<file path="src/rtl/ccsp_pkg.sv">
package ccsp_pkg;

  // ---------------------------------------------------------------
  // special register addresses
  // ---------------------------------------------------------------
  localparam logic [7:0] CCSP_ADDR_SFR_LO     = 8'h80;
  localparam logic [7:0] CCSP_ADDR_STACK      = 8'h81;
  localparam logic [7:0] CCSP_ADDR_FPTR_LOW   = 8'h82;
  localparam logic [7:0] CCSP_ADDR_FPTR_HIGH  = 8'h83;
  localparam logic [7:0] CCSP_ADDR_STATUS     = 8'hD0;
  localparam logic [7:0] CCSP_ADDR_OPERAND    = 8'hE0;
  localparam logic [2:0] CCSP_BITADDR_LOW_BITS = 3'h0;

  // ---------------------------------------------------------------
  // reset values
  // ---------------------------------------------------------------
  localparam logic [7:0] CCSP_RST_STACK      = 8'h07;
  localparam logic [7:0] CCSP_RST_STATUS     = 8'h00;
  localparam logic [7:0] CCSP_RST_OPERAND    = 8'h00;
  localparam logic [7:0] CCSP_RST_FPTR_LOW   = 8'h00;
  localparam logic [7:0] CCSP_RST_FPTR_HIGH  = 8'h00;

  // ---------------------------------------------------------------
  // status word field positions
  // ---------------------------------------------------------------
  localparam int CCSP_BIT_CARRY  = 7;
  localparam int CCSP_BIT_HALF   = 6;
  localparam int CCSP_BIT_USER0  = 5;
  localparam int CCSP_BIT_BANKHI = 4;
  localparam int CCSP_BIT_BANKLO = 3;
  localparam int CCSP_BIT_WRAP   = 2;
  localparam int CCSP_BIT_USER1  = 1;
  localparam int CCSP_BIT_PARITY = 0;

  localparam logic [8:0] CCSP_MUL_LIMIT = 9'h0FF;

  // ---------------------------------------------------------------
  // arithmetic operation codes from the execution unit
  // ---------------------------------------------------------------
  typedef enum logic [3:0] {
    CCSP_OP_NONE = 4'h0,
    CCSP_OP_ADD  = 4'h1,
    CCSP_OP_ADDC = 4'h2,
    CCSP_OP_SUBB = 4'h3,
    CCSP_OP_MUL  = 4'h4,
    CCSP_OP_DIV  = 4'h5
  } ccsp_op_t;

  typedef struct packed {
    logic       carry_flag;
    logic       half_carry_flag;
    logic       user_flag_zero;
    logic       bank_select_high;
    logic       bank_select_low;
    logic       arith_wrap_flag;
    logic       user_flag_one;
    logic       parity;
  } ccsp_status_t;

  // software special-register access
  typedef struct packed {
    logic       wr;
    logic       rd;
    logic       bit_op;
    logic [7:0] addr;
    logic [2:0] bit_sel;
    logic [7:0] wdata;
  } ccsp_sfr_req_t;

  // execution-unit update requests
  typedef struct packed {
    ccsp_op_t   op;
    logic [7:0] operand;
    logic [7:0] divisor;
    logic       acc_load;
    logic [7:0] acc_value;
    logic       push;
    logic       pop;
    logic       fptr_inc;
  } ccsp_exec_t;

  typedef struct packed {
    logic [7:0]   stack_top_ptr;
    ccsp_status_t program_status_word;
    logic [7:0]   primary_operand_reg;
    logic [7:0]   flash_pointer_low;
    logic [7:0]   flash_pointer_high;
  } ccsp_state_t;

endpackage : ccsp_pkg

</file>
<file path="src/rtl/ccsp_alu_flags.sv">
`timescale 1ns/10ps
module ccsp_alu_flags
  import ccsp_pkg::*;
(
  // operation in
  input  wire ccsp_op_t   op,
  input  wire logic [7:0] acc,
  input  wire logic [7:0] operand,
  input  wire logic [7:0] divisor,
  input  wire logic       carry_in,
  // results out
  output logic [7:0] result,
  output logic       arith_op,
  output logic       carry_out,
  output logic       half_out,
  output logic       wrap_touch,
  output logic       wrap_out
);

  logic [8:0]  sum9;
  logic [4:0]  nib5;
  logic [15:0] prod;

  always_comb
  begin
    sum9       = 9'h000;
    nib5       = 5'h00;
    prod       = 16'h0000;
    result     = acc;
    arith_op   = 1'b0;
    carry_out  = 1'b0;
    half_out   = 1'b0;
    wrap_touch = 1'b0;
    wrap_out   = 1'b0;
    case (op)
      CCSP_OP_ADD, CCSP_OP_ADDC:
      begin
        sum9 = {1'b0, acc} + {1'b0, operand} + {8'h00, (op == CCSP_OP_ADDC) & carry_in};
        nib5 = {1'b0, acc[3:0]} + {1'b0, operand[3:0]}
             + {4'h0, (op == CCSP_OP_ADDC) & carry_in};
        result     = sum9[7:0];
        arith_op   = 1'b1;
        carry_out  = sum9[8];
        half_out   = nib5[4];
        wrap_touch = 1'b1;
        wrap_out   = (acc[7] == operand[7]) && (sum9[7] != acc[7]);
      end
      CCSP_OP_SUBB:
      begin
        sum9 = {1'b0, acc} - {1'b0, operand} - {8'h00, carry_in};
        nib5 = {1'b0, acc[3:0]} - {1'b0, operand[3:0]} - {4'h0, carry_in};
        result     = sum9[7:0];
        arith_op   = 1'b1;
        carry_out  = sum9[8];
        half_out   = nib5[4];
        wrap_touch = 1'b1;
        wrap_out   = (acc[7] != operand[7]) && (sum9[7] != acc[7]);
      end
      CCSP_OP_MUL:
      begin
        prod       = {8'h00, acc} * {8'h00, divisor};
        result     = prod[7:0];
        arith_op   = 1'b1;
        wrap_touch = 1'b1;
        wrap_out   = (prod > {7'h00, CCSP_MUL_LIMIT});
      end
      CCSP_OP_DIV:
      begin
        result     = (divisor == 8'h00) ? acc : acc / divisor;
        arith_op   = 1'b1;
        wrap_touch = 1'b1;
        wrap_out   = (divisor == 8'h00);
      end
      default:
      begin
        result = acc;
      end
    endcase
  end

endmodule : ccsp_alu_flags

</file>
<file path="src/rtl/ccsp_core_regs.sv">
`timescale 1ns/10ps
module ccsp_core_regs
  import ccsp_pkg::*;
(
  // clock and reset
  input  wire logic          clock,
  input  wire logic          arst_n,
  // special register access
  input  wire ccsp_sfr_req_t sfr_req,
  output logic [7:0]         sfr_rdata,
  output logic               sfr_hit,
  // execution unit
  input  wire ccsp_exec_t    exec,
  // state out
  output logic [15:0]        flash_pointer_word,
  output logic [7:0]         stack_top_ptr,
  output logic [7:0]         push_addr,
  output logic [7:0]         primary_operand_reg,
  output ccsp_status_t       program_status_word,
  output logic [4:0]         bank_base_addr
);

  // -----------------------------------------------------------------
  // state
  // -----------------------------------------------------------------
  ccsp_state_t st;
  ccsp_state_t next_st;

  logic [7:0] alu_result;
  logic       alu_arith;
  logic       alu_carry;
  logic       alu_half;
  logic       alu_wrap_touch;
  logic       alu_wrap;
  logic       parity_now;
  logic       bit_ok;
  logic [7:0] cur_byte;
  logic [7:0] wr_byte;
  logic [7:0] status_byte;

  ccsp_alu_flags u_alu (
    .op         (exec.op),
    .acc        (st.primary_operand_reg),
    .operand    (exec.operand),
    .divisor    (exec.divisor),
    .carry_in   (st.program_status_word.carry_flag),
    .result     (alu_result),
    .arith_op   (alu_arith),
    .carry_out  (alu_carry),
    .half_out   (alu_half),
    .wrap_touch (alu_wrap_touch),
    .wrap_out   (alu_wrap)
  );

  // -----------------------------------------------------------------
  // access decode
  // -----------------------------------------------------------------
  assign parity_now = ^st.primary_operand_reg;
  assign bit_ok     = (sfr_req.addr[2:0] == CCSP_BITADDR_LOW_BITS);

  always_comb
  begin
    status_byte = st.program_status_word;
    status_byte[CCSP_BIT_PARITY] = parity_now;
    sfr_hit  = 1'b1;
    cur_byte = 8'h00;
    if (sfr_req.addr < CCSP_ADDR_SFR_LO)
    begin
      sfr_hit = 1'b0;
    end
    else
    begin
      case (sfr_req.addr)
        CCSP_ADDR_STACK:     cur_byte = st.stack_top_ptr;
        CCSP_ADDR_FPTR_LOW:  cur_byte = st.flash_pointer_low;
        CCSP_ADDR_FPTR_HIGH: cur_byte = st.flash_pointer_high;
        CCSP_ADDR_STATUS:    cur_byte = status_byte;
        CCSP_ADDR_OPERAND:   cur_byte = st.primary_operand_reg;
        default:             sfr_hit  = 1'b0;
      endcase
    end
    if (sfr_req.bit_op && !bit_ok)
    begin
      sfr_hit = 1'b0;
    end
  end

  // bit writes merge one bit into the current byte
  always_comb
  begin
    wr_byte = sfr_req.wdata;
    if (sfr_req.bit_op)
    begin
      wr_byte = cur_byte;
      wr_byte[sfr_req.bit_sel] = sfr_req.wdata[0];
    end
  end

  // read data: byte, or selected bit in bit 0
  always_comb
  begin
    sfr_rdata = 8'h00;
    if (sfr_req.rd && sfr_hit)
    begin
      sfr_rdata = sfr_req.bit_op ? {7'h00, cur_byte[sfr_req.bit_sel]} : cur_byte;
    end
  end

  // -----------------------------------------------------------------
  // next state
  // -----------------------------------------------------------------
  always_comb
  begin
    next_st = st;

    // flags and accumulator from the execution unit
    if (alu_arith)
    begin
      next_st.program_status_word.carry_flag      = alu_carry;
      next_st.program_status_word.half_carry_flag = alu_half;
    end
    if (alu_wrap_touch)
    begin
      next_st.program_status_word.arith_wrap_flag = alu_wrap;
    end
    if (exec.op != CCSP_OP_NONE)
    begin
      next_st.primary_operand_reg = alu_result;
    end
    else if (exec.acc_load)
    begin
      next_st.primary_operand_reg = exec.acc_value;
    end

    // stack and flash pointer movement
    if (exec.push)
    begin
      next_st.stack_top_ptr = st.stack_top_ptr + 8'h01;
    end
    else if (exec.pop)
    begin
      next_st.stack_top_ptr = st.stack_top_ptr - 8'h01;
    end
    if (exec.fptr_inc)
    begin
      {next_st.flash_pointer_high, next_st.flash_pointer_low} =
        {st.flash_pointer_high, st.flash_pointer_low} + 16'h0001;
    end

    // software writes win over execution updates in the same cycle
    if (sfr_req.wr && sfr_hit)
    begin
      case (sfr_req.addr)
        CCSP_ADDR_STACK:     next_st.stack_top_ptr      = wr_byte;
        CCSP_ADDR_FPTR_LOW:  next_st.flash_pointer_low  = wr_byte;
        CCSP_ADDR_FPTR_HIGH: next_st.flash_pointer_high = wr_byte;
        CCSP_ADDR_STATUS:
        begin
          next_st.program_status_word = wr_byte;
          next_st.program_status_word.parity = 1'b0;
        end
        CCSP_ADDR_OPERAND:   next_st.primary_operand_reg = wr_byte;
        default:             next_st = next_st;
      endcase
    end
  end

  always_ff @(posedge clock or negedge arst_n)
  begin
    if (!arst_n)
    begin
      st.stack_top_ptr       <= CCSP_RST_STACK;
      st.program_status_word <= CCSP_RST_STATUS;
      st.primary_operand_reg <= CCSP_RST_OPERAND;
      st.flash_pointer_low   <= CCSP_RST_FPTR_LOW;
      st.flash_pointer_high  <= CCSP_RST_FPTR_HIGH;
    end
    else
    begin
      st <= next_st;
    end
  end

  // -----------------------------------------------------------------
  // outputs
  // -----------------------------------------------------------------
  assign flash_pointer_word  = {st.flash_pointer_high, st.flash_pointer_low};
  assign stack_top_ptr       = st.stack_top_ptr;
  assign push_addr           = st.stack_top_ptr + 8'h01;
  assign primary_operand_reg = st.primary_operand_reg;
  assign program_status_word = status_byte;
  assign bank_base_addr      = {st.program_status_word.bank_select_high,
                                st.program_status_word.bank_select_low, 3'h0};

endmodule : ccsp_core_regs

</file>
<file path="config.mk">
export PLATFORM = sky130hd
export DESIGN_NAME = ccsp_core_regs
export DESIGN_NICKNAME = d
export VERILOG_FILES = /design/src/rtl/ccsp_pkg.sv /design/src/rtl/ccsp_alu_flags.sv /design/src/rtl/ccsp_core_regs.sv
export SDC_FILE = /design/constraint.sdc
export NUM_CORES = 1
export LEC_CHECK = 0
export BUFFER_PORTS_ARGS = -buffer_cell sky130_fd_sc_hd__buf_2
export CAP_MARGIN = 10
export CELL_PAD_IN_SITES_DETAIL_PLACEMENT = 1
export CELL_PAD_IN_SITES_GLOBAL_PLACEMENT = 2
export CORE_ASPECT_RATIO = 1.4
export CORE_MARGIN = 4
export CORE_UTILIZATION = 30
export CTS_CLUSTER_DIAMETER = 50
export DETAILED_ROUTE_END_ITERATION = 10
export PLACE_DENSITY = 0.72
export SLEW_MARGIN = 20
export SYNTH_ARGS = -nofsm -noshare
export SYNTH_HDL_FRONTEND = slang
export SYNTH_HIERARCHICAL = 1
export SYNTH_SLANG_ARGS = --single-unit
export TNS_END_PERCENT = 30
</file>
<file path="constraint.sdc">
create_clock -name clock -period 24.9 [get_ports clock]
set_input_delay 2.49 -clock clock [delete_from_list [all_inputs] [get_ports clock]]
set_output_delay 2.49 -clock clock [all_outputs]
set_load 0.03 [all_outputs]
</file>
---- After elaboration in Yosys (flattened, before gate mapping) ----
Index checks and enable logic that the tools add are counted.
word-level totals
  bits in registers ....................... 39
  output and inout bits ................... 62
cells by class
  add/sub/neg operators ................... 11
  multipliers ............................. 1
  divide/modulo/power cells ............... 1
  $lt $le $gt $ge ......................... 4
  equal/unequal tests ..................... 14
  muxes and demuxes ....................... 32
  bitwise logic cells ..................... 1
  reductions and logical operators ........ 15
operators by type and width
  kind                     number
  $mux W8                  14
  $eq A8 B8 Y1 const B     5
  $mux W40                 1
  $pmux W8 S5              1
  $pmux W8 S4              1
  $add A16 B1 Y16 const B  1
  $gt A16 B8 Y1 const B    1
  $mul A8 B8 Y16           1
  $mux W16                 1
  $reduce_or A5 Y1         2
  $add A8 B8 Y9            1
  $add A9 B1 Y9            1
  $sub A8 B8 Y9            1
  $sub A9 B1 Y9            1
  $add A8 B1 Y8 const B    1
  $bwmux W8                1
  $div A8 B8 Y8            1
  $eq A4 B2 Y1 const B     2
  $eq A4 B3 Y1 const B     2
  $logic_not A8 Y1         1
  $lt A8 B8 Y1 const B     1
  $reduce_xor A8 Y1        1
  $sub A8 B1 Y8 const B    1
  $mux W1                  7
  21 further kinds         29

---- Longest topological paths before layout ----
Gate-level depths: netlist (run 1).
  depth after elaboration ................. 9
  mapped depth ............................ 56
  mapped depth without buffers ............ 54

---- Hierarchy ----
The synthesis (run 1) kept the hierarchy.
modules (own cells, without submodules)
  module          instances  cells an instance  area each (µm²)  seq. area each (µm²)
  ccsp_alu_flags  1          626                4,719.5          0.0
  ccsp_core_regs  1          366                3,056.7          979.7

---- Worst setup path after synthesis (run 1) ----
No wires, ideal clock.
  kind .................................... input to register
  start ................................... input exec[17] in the netlist's numbering
  end ..................................... register primary_operand_reg[0] (netlist name)
  library setup time ...................... 0.131 ns
  arrival time ............................ 13.300 ns
  data required time ...................... 24.769 ns
  path slack .............................. 11.469 ns
  stages on the path ...................... 56
  path buffers ............................ 2
  cell sequence ........................... buf_4 or4_4 nor4_2 a21o_1 a21boi_0 ha_1 o21ai_0 a2111oi_2 a21oi_1 a32oi_1 inv_1 ha_1 nor4bb_1 a31oi_1 a21oi_1 mux2_2 inv_1 ha_1 (+20 left out) ha_1 o21a_1 nor4_1 o41ai_1 a21oi_1 or2_2 clkbuf_1 nand2_1 o21ai_0 ha_1 a21o_1 a21o_1 a21oi_1 o21ai_0 a211oi_1 o211ai_1 o211ai_1 o21ai_0
RTL lines
  item             line                  text
  start, declared  ccsp_core_regs.sv:13  input wire ccsp_exec_t exec,

==> results of run 1 <==
[cell families (layout without fill, tap and decap cells)]
| kind of cell | Yosys count | in the layout | share of synthesized area |
|---|---|---|---|
| compound gates | 247 | 247 | 0.215 |
| other cells | 1 | 5 | 0.000482 |
| buf+inv | 145 | 231 | 0.0764 |
| flops | 39 | 39 | 0.126 |
| xor+xnor | 58 | 58 | 0.0653 |
| fa+ha+maj | 141 | 141 | 0.265 |
| mux | 39 | 39 | 0.0528 |
| simple gates | 322 | 322 | 0.199 |
[per-layer routing]
| metal | share of wire | up-vias | wire length [um] | track usage |
|---|---|---|---|---|
| met5 | 0.00043 | - | 13 | 0 |
| met3 | 0.036 | 61 | 1080 | 0.0248 |
| met4 | 0.043 | 2 | 1300 | 0.0841 |
| met2 | 0.52 | 182 | 15700 | 0.392 |
| li1 | - | 3655 | - | - |
| met1 | 0.40 | 3784 | 12000 | 0.241 |
[cells in the mapped netlist (17+ instances only)]
| master | instances | area, sq um |
|---|---|---|
| nand2_1 | 116 | 435 |
| ha_1 | 101 | 1260 |
| inv_1 | 98 | 368 |
| nor2_1 | 89 | 334 |
| a21oi_1 | 56 | 280 |
| o21ai_0 | 45 | 225 |
| fa_1 | 40 | 801 |
| dfrtp_1 | 36 | 901 |
| xnor2_1 | 33 | 289 |
| clkbuf_1 | 32 | 120 |
| xor2_1 | 25 | 219 |
| mux2i_1 | 23 | 230 |
| nand3_1 | 19 | 95.1 |
| nor3_1 | 19 | 95.1 |
| o211ai_1 | 17 | 128 |
[path summary, 6_finish.rpt]
check,slack [ns],end,start
worst max-delay path,9.94,primary_operand_reg[0],exec[18]
worst min-delay path,0.57,program_status_word[5],program_status_word[5]
worst max register to register,12.50,primary_operand_reg[0],primary_operand_reg[7]
worst min register to register,0.57,program_status_word[5],program_status_word[5]
max in group asynchronous,21.95,stack_top_ptr[5],arst_n
min in group asynchronous,2.35,flash_pointer_word[1],arst_n
[power groups by stage]
stage	Sequential (uW)	Clock [uW]	Combinational, uW
global placement	126	0	1140
global route	127	78.8	1290
finish	124	76.1	1140
floorplan	153	0	803
detailed placement	124	0	1150
CTS	124	77.3	1160
[stage by stage]
stage	hold WS, ns	instance area [sq um]	setup slack, ns	power, uW	utilization
2_1_floorplan	0.666	7780	11.47	956	-
3_3_place_gp	0.545	8620	10.24	1270	0.338
3_5_place_dp	0.537	8620	9.71	1270	0.338
4_1_cts	0.567	8780	9.95	1360	0.345
5_1_grt	0.618	8790	8.76	1500	0.345
6_report	0.569	8790	9.94	1340	0.345
[final cells by class]
cell class	instances	area (sq um)	area share
timing repair buffer	125	653	0.0743
sequential	39	980	0.111
tap	319	399	0.0454
clock buffer	5	125	0.0142
clock inverter	3	43.8	0.00498
multi-input combinational	810	6220	0.707
inverter	98	368	0.0419
antenna	2	5.00	0.000569
[cell usage in the layout, fill, tap and decap left out, types with 10 or more instances in the layout]
cell      netlist  routed
a21o_1         10      10
a21oi_1        56      56
a22oi_1        15      15
buf_2           3     114
buf_4           8      11
dfrtp_1        36      36
fa_1           40      40
ha_1          101     101
inv_1          98      98
mux2_2         16      16
mux2i_1        23      23
nand2_1       116     116
nand3_1        19      19
nor2_1         89      89
nor3_1         19      19
o211ai_1       17      17
o21a_1         15      15
o21ai_0        45      45
xnor2_1        33      33
xor2_1         25      25
[critical path, delay by kind of cell]
family / cells / cell delay, ns
compound gates: 28 / 6.10
fa+ha+maj: 7 / 1.98
buf+inv: 4 / 0.41
mux: 3 / 1.07
simple gates: 11 / 3.06
==> results.md, run 1 <==
- Drt first pass iters: 5
- Combinational power share: 0.851
- Synthesized area: between 7000 and 8000 sq um
- Max-cap violations: 0
- Worst slew pin tran: slightly below 1 ns
- Synth cell types: 80
- Ratio of cells with drive above 1 in the final layout: 0.161
- Worst path slowest cell: or4_4
- Placed cells: 1391
- RSZ-0062 raised after global routing: no
- Initial antenna violation count: 4
- Worst EP required: between 20 and 30 ns
- Final Skew: 0.0101 ns
- Routed wire length: between 30000 and 40000 um
- Vias in the first global route: 8245
- Internal power: 583 uW
- Worst path arrival time: about 15 ns
- Avg Vias per Cell: roughly 5.5
- Via count: ~7700
- Sequential area share after synthesis: 0.126
- CTS tree: built
- Max-Slew Margin vs Limit: 0.337
- Routed len/inst: 21.5 um
- GRT Total Usage: 0.211
- Largest stage delay, worst path: approximately 0.6 ns
- Synthesis-stage register bit count: 39
- Part of the power in registers: 0.092
- Clock buffer depth: 2
- Setup crit start kind: input pin
- Status: finished, final reports clean
- Clk slew on worst S/H paths: 0.06 ns
- Fin crit share: 0.601
- Nets: approximately 1300
- Fillers: 3142
- Max FFs per register: 16
- Hold_buf cts: 0
- Cts bufs inserted: 5
- Crit-path max FO: 10
- Final setup fails: 0
- CTS resizes: 0
- Worst hold path depth: 2
- Final Wtd Congestion: slightly below 0.9
- Final TNS setup: 0 ns
- Starting Density: 0.305
- Hold Vio Cnt, Final: 0
- Pwr dens: ~150 nW/um^2
- Psw: ~760 uW
- Global-route wire length before repair: approximately 47000 um
- Syn Area/Cell: 7.84 sq um
- Worst-skew pair later-pin latency: roughly 0.3 ns
- Detail Placement HPWL: ~25000 um
- Minimum clock period: 14.96 ns
- Area grow syn2layout: 13.0%
- Ports: approximately 120
- Worst VDD drop: around 0.000096 V
- DIE HEIGHT: between 150 and 200 um
- Sink count of the clock tree: 39
- H-tree Lvls: 2
- Grt ovf: 0
- Path depth of the worst reg2reg path: 52
- Synth Flop Type: dfrtp_1
- Most used cell, CP: ha_1
- Row count: 69
- Switch share: 0.566
- Fin. max-slew vios: 0
- Worst min-delay path class: reg -> reg
- Crit Path Class: in -> reg
- DIE WIDTH: 144 um
- Syn Inst Count: a little under 1000
- Placeable Area: roughly 25000 sq um
- Fin cells: around 1400
- Post-route ant nets: 0
- Clk network pwr share: 0.057
- Post-synth EDFFs: 0
- Setup Fix Bufs, Post-CTS: 0
- Ys Warns: 6
- Pin count of the biggest net entering global routing: 40
- Critical path capture point type: flop
- Die Footprint: about 29000 sq um
- Max Fclk: about 67 MHz
- Initial drt markers: between 200 and 300
- Port buffer count: around 110
- Static leakage: between 0.004 and 0.005 uW
- Fraction of registers with async set/reset: 1.00
- Clock root buffer: clkbuf_16
- # DRC: 0
Note: power is estimated with default switching activity, not from simulation.
==> inputs of run 2 (changes only) <==
==> constraint.sdc (replaced) <==
create_clock -name clock -period 13.95 [get_ports clock]
set_input_delay 1.395 -clock clock [delete_from_list [all_inputs] [get_ports clock]]
set_output_delay 1.395 -clock clock [all_outputs]
set_load 0.03 [all_outputs]
==> run 2 against run 1 <==
  * Wire length decreased by 0.28%
  * Register-to-register slack got worse by 10 ns
  * Non-clock buffer count up 9
  * Total power is 78% higher
  * Combinational power rose by 81%
  * Sequential power grew 77%
  * Clock skew rose by 0.0019 ns
  * Critical path type unchanged
  * Largest power group unchanged
==> results.md, run 2 (same netlist as run 1, synthesis figures left out) <==
- Status: finished, final reports clean
- Sink count of the clock tree: 39 (unchanged)
- GRT Total Usage: 0.210 (-0.00108)
- Post-route ant nets: 0 (unchanged)
- Clk slew on worst S/H paths: 0.06 ns (about the same)
- Place WS: 0.356 ns (-9.36 ns)
- Worst slew pin tran: 0.950 ns (-0.0443 ns)
- Final Wtd Congestion: 0.880 (+0.96%)
- # DRC: 0 (unchanged)
- Most used cell, CP: ha_1
- Clock buffer depth: 2 (unchanged)
- Setup ws final: 0.939 ns (-9.00 ns)
- CTS tree: built
- Placed cells: 1394 (+0.22%)
- Fin. max-slew vios: 0 (unchanged)
- Critical path capture point type: flop
- DIE HEIGHT: 198 um (unchanged)
- Worst path arrival time: 13.16 ns (-1.96 ns)
- Ports: 118 (unchanged)
- Setup crit start kind: input pin
- Global-route wire length before repair: 46700 um (+0.39%)
- Fin crit share: 0.933
- Crit Path Class: in -> reg
- Cts bufs inserted: 5 (unchanged)
- H-tree Lvls: 2 (unchanged)
- DIE WIDTH: 144 um (unchanged)
- Die Footprint: 28600 sq um (unchanged)
- Max FFs per register: 16 (unchanged)
- Worst-skew pair later-pin latency: 0.29 ns (about the same)
- Final setup fails: 0 (unchanged)
- Fillers: 3108 (-1.1%)
- Max-cap violations: 0 (unchanged)
- Port buffer count: 114 (unchanged)
- RSZ-0062 raised after global routing: no
- Critical R2R Capture: primary_operand_reg[0]
- Final TNS setup: 0 ns (unchanged)
- Drt first pass iters: 4 (-1)
- Worst path slowest cell: or4_4
- Fin cells: 1409 (+0.57%)
- R2R setup slack: 2.42 ns (-10.08 ns)
- Initial drt markers: 282 (+5.6%)
- Starting Density: 0.305 (unchanged)
- Placeable Area: 25500 sq um (unchanged)
- Max Fclk: around 77 MHz
- Routed wire length: 30000 um (-0.28%)
- Detail Placement HPWL: 24800 um (about the same)
- Worst min-delay path class: reg -> reg
- Max-Slew Margin vs Limit: 0.367 (+0.0296)
- Row count: 69 (unchanged)
- Initial antenna violation count: 3 (-1)
- Clock root buffer: clkbuf_16
- Hold Vio Cnt, Final: 0 (unchanged)
- Static leakage: 0.00423 uW (+0.92%)
- Commonest cells after routing, fill and taps aside: 114 x nand2_1, 114 x buf_2, 101 x ha_1, 98 x inv_1, 89 x nor2_1
- Hold wc startpoint: program_status_word[1]
- Ratio of cells with drive above 1 in the final layout: 0.172 (+0.0106)
- Grt ovf: 0 (unchanged)
- Hold endpoint: program_status_word[1]
- FF/Latch Area: 980 sq um (unchanged)
- Via count: 7673 (-0.14%)
- Vias in the first global route: 8336 (+1.1%)
- Worst EP required: 14.10 ns (-10.96 ns)
- Nets: 1285 (+0.71%)
- Minimum clock period: around 13 ns
- Placed Area: 8640 sq um (+0.26%)
- FF-to-FF Start: primary_operand_reg[7]
- Path depth of the worst reg2reg path: 52 (unchanged)
- Util after Layout: 0.348 (+0.00295)
- Crit-path max FO: 10 (unchanged)
- Routed len/inst: 21.3 um (-0.85%)
- Pin count of the biggest net entering global routing: 40 (unchanged)
- Worst VDD drop: 0.000193 V (+100%)
- Worst hold path depth: 2 (unchanged)
- Pwr dens: 270 nW/um^2 (+77%)
- Final Skew: 0.0119 ns (+0.00186 ns)
- Area grow syn2layout: 14.0%
- Multi-input logic area: 6240 sq um (+0.46%)
- Largest stage delay, worst path: 0.60 ns (about the same)
- Post-route cell area: 8860 sq um (+0.85%)
- Hold_buf cts: 0 (unchanged)
- Avg Vias per Cell: 5.45 (-0.71%)
[run 2: cell count changes in the layout (fill, tap and decap cells not counted), sizes merged]
cell and change:
clkinvlp +1, bufinv -1, diode -1, buf +9
[run 2: final cells by class]
type                       instances  share of cell area
timing repair buffer             134              0.0813
clock inverter                     3             0.00282
multi-input combinational        810               0.704
clock buffer                       5              0.0141
tap                              319              0.0450
inverter                          98              0.0415
antenna                            1            0.000282
sequential                        39               0.111
[run 2: metrics by stage]
stage	total power, uW	hold WS (ns)
detailed placement	2270	0.537
floorplan	1710	0.666
finish	2390	0.552
global placement	2270	0.542
CTS	2410	0.553
global route	2650	0.588
[run 2: worst max-delay path: cells and delay by family]
kind | cells | cell delay, ns
AOI/OAI and AO/OA | 31 | 6.33
and+or+nand+nor | 7 | 2.09
muxes | 3 | 0.90
adders and majority gates | 7 | 1.87
buffers and inverters | 5 | 0.54
[run 2: how the worst max path moves through the flow]
stage               startpoint                     end  slack (ns)  depth (start not counted)
floorplan             exec[17]  primary_operand_reg[0]        1.61                         56
CTS                   exec[18]  primary_operand_reg[0]        0.56                         55
finish                exec[18]  primary_operand_reg[0]        0.94                         53
global route          exec[18]  primary_operand_reg[0]        0.04                         54
global placement      exec[18]  primary_operand_reg[0]        0.54                         54
detailed placement    exec[18]  primary_operand_reg[0]        0.36                         55
[run 2: report_power, final]
group | internal (uW) | switching, uW | leakage, uW
combinational | 811 | 1240 | 0.00367
sequential | 152 | 68.2 | 0.000495
clock | 66.9 | 50.5 | 0.0000700
[run 2: what timing repair did]
item / CTS / global route
setup endpoints to repair: 0 / 1
resized for setup: 0 / 6
setup buffers: 0 / 6
[run 2: layer usage]
metal	part of all wire	global-route usage
met2	0.53	0.392
met1	0.40	0.242
met4	0.040	0.0764
met3	0.036	0.0226
met5	0.00030	0
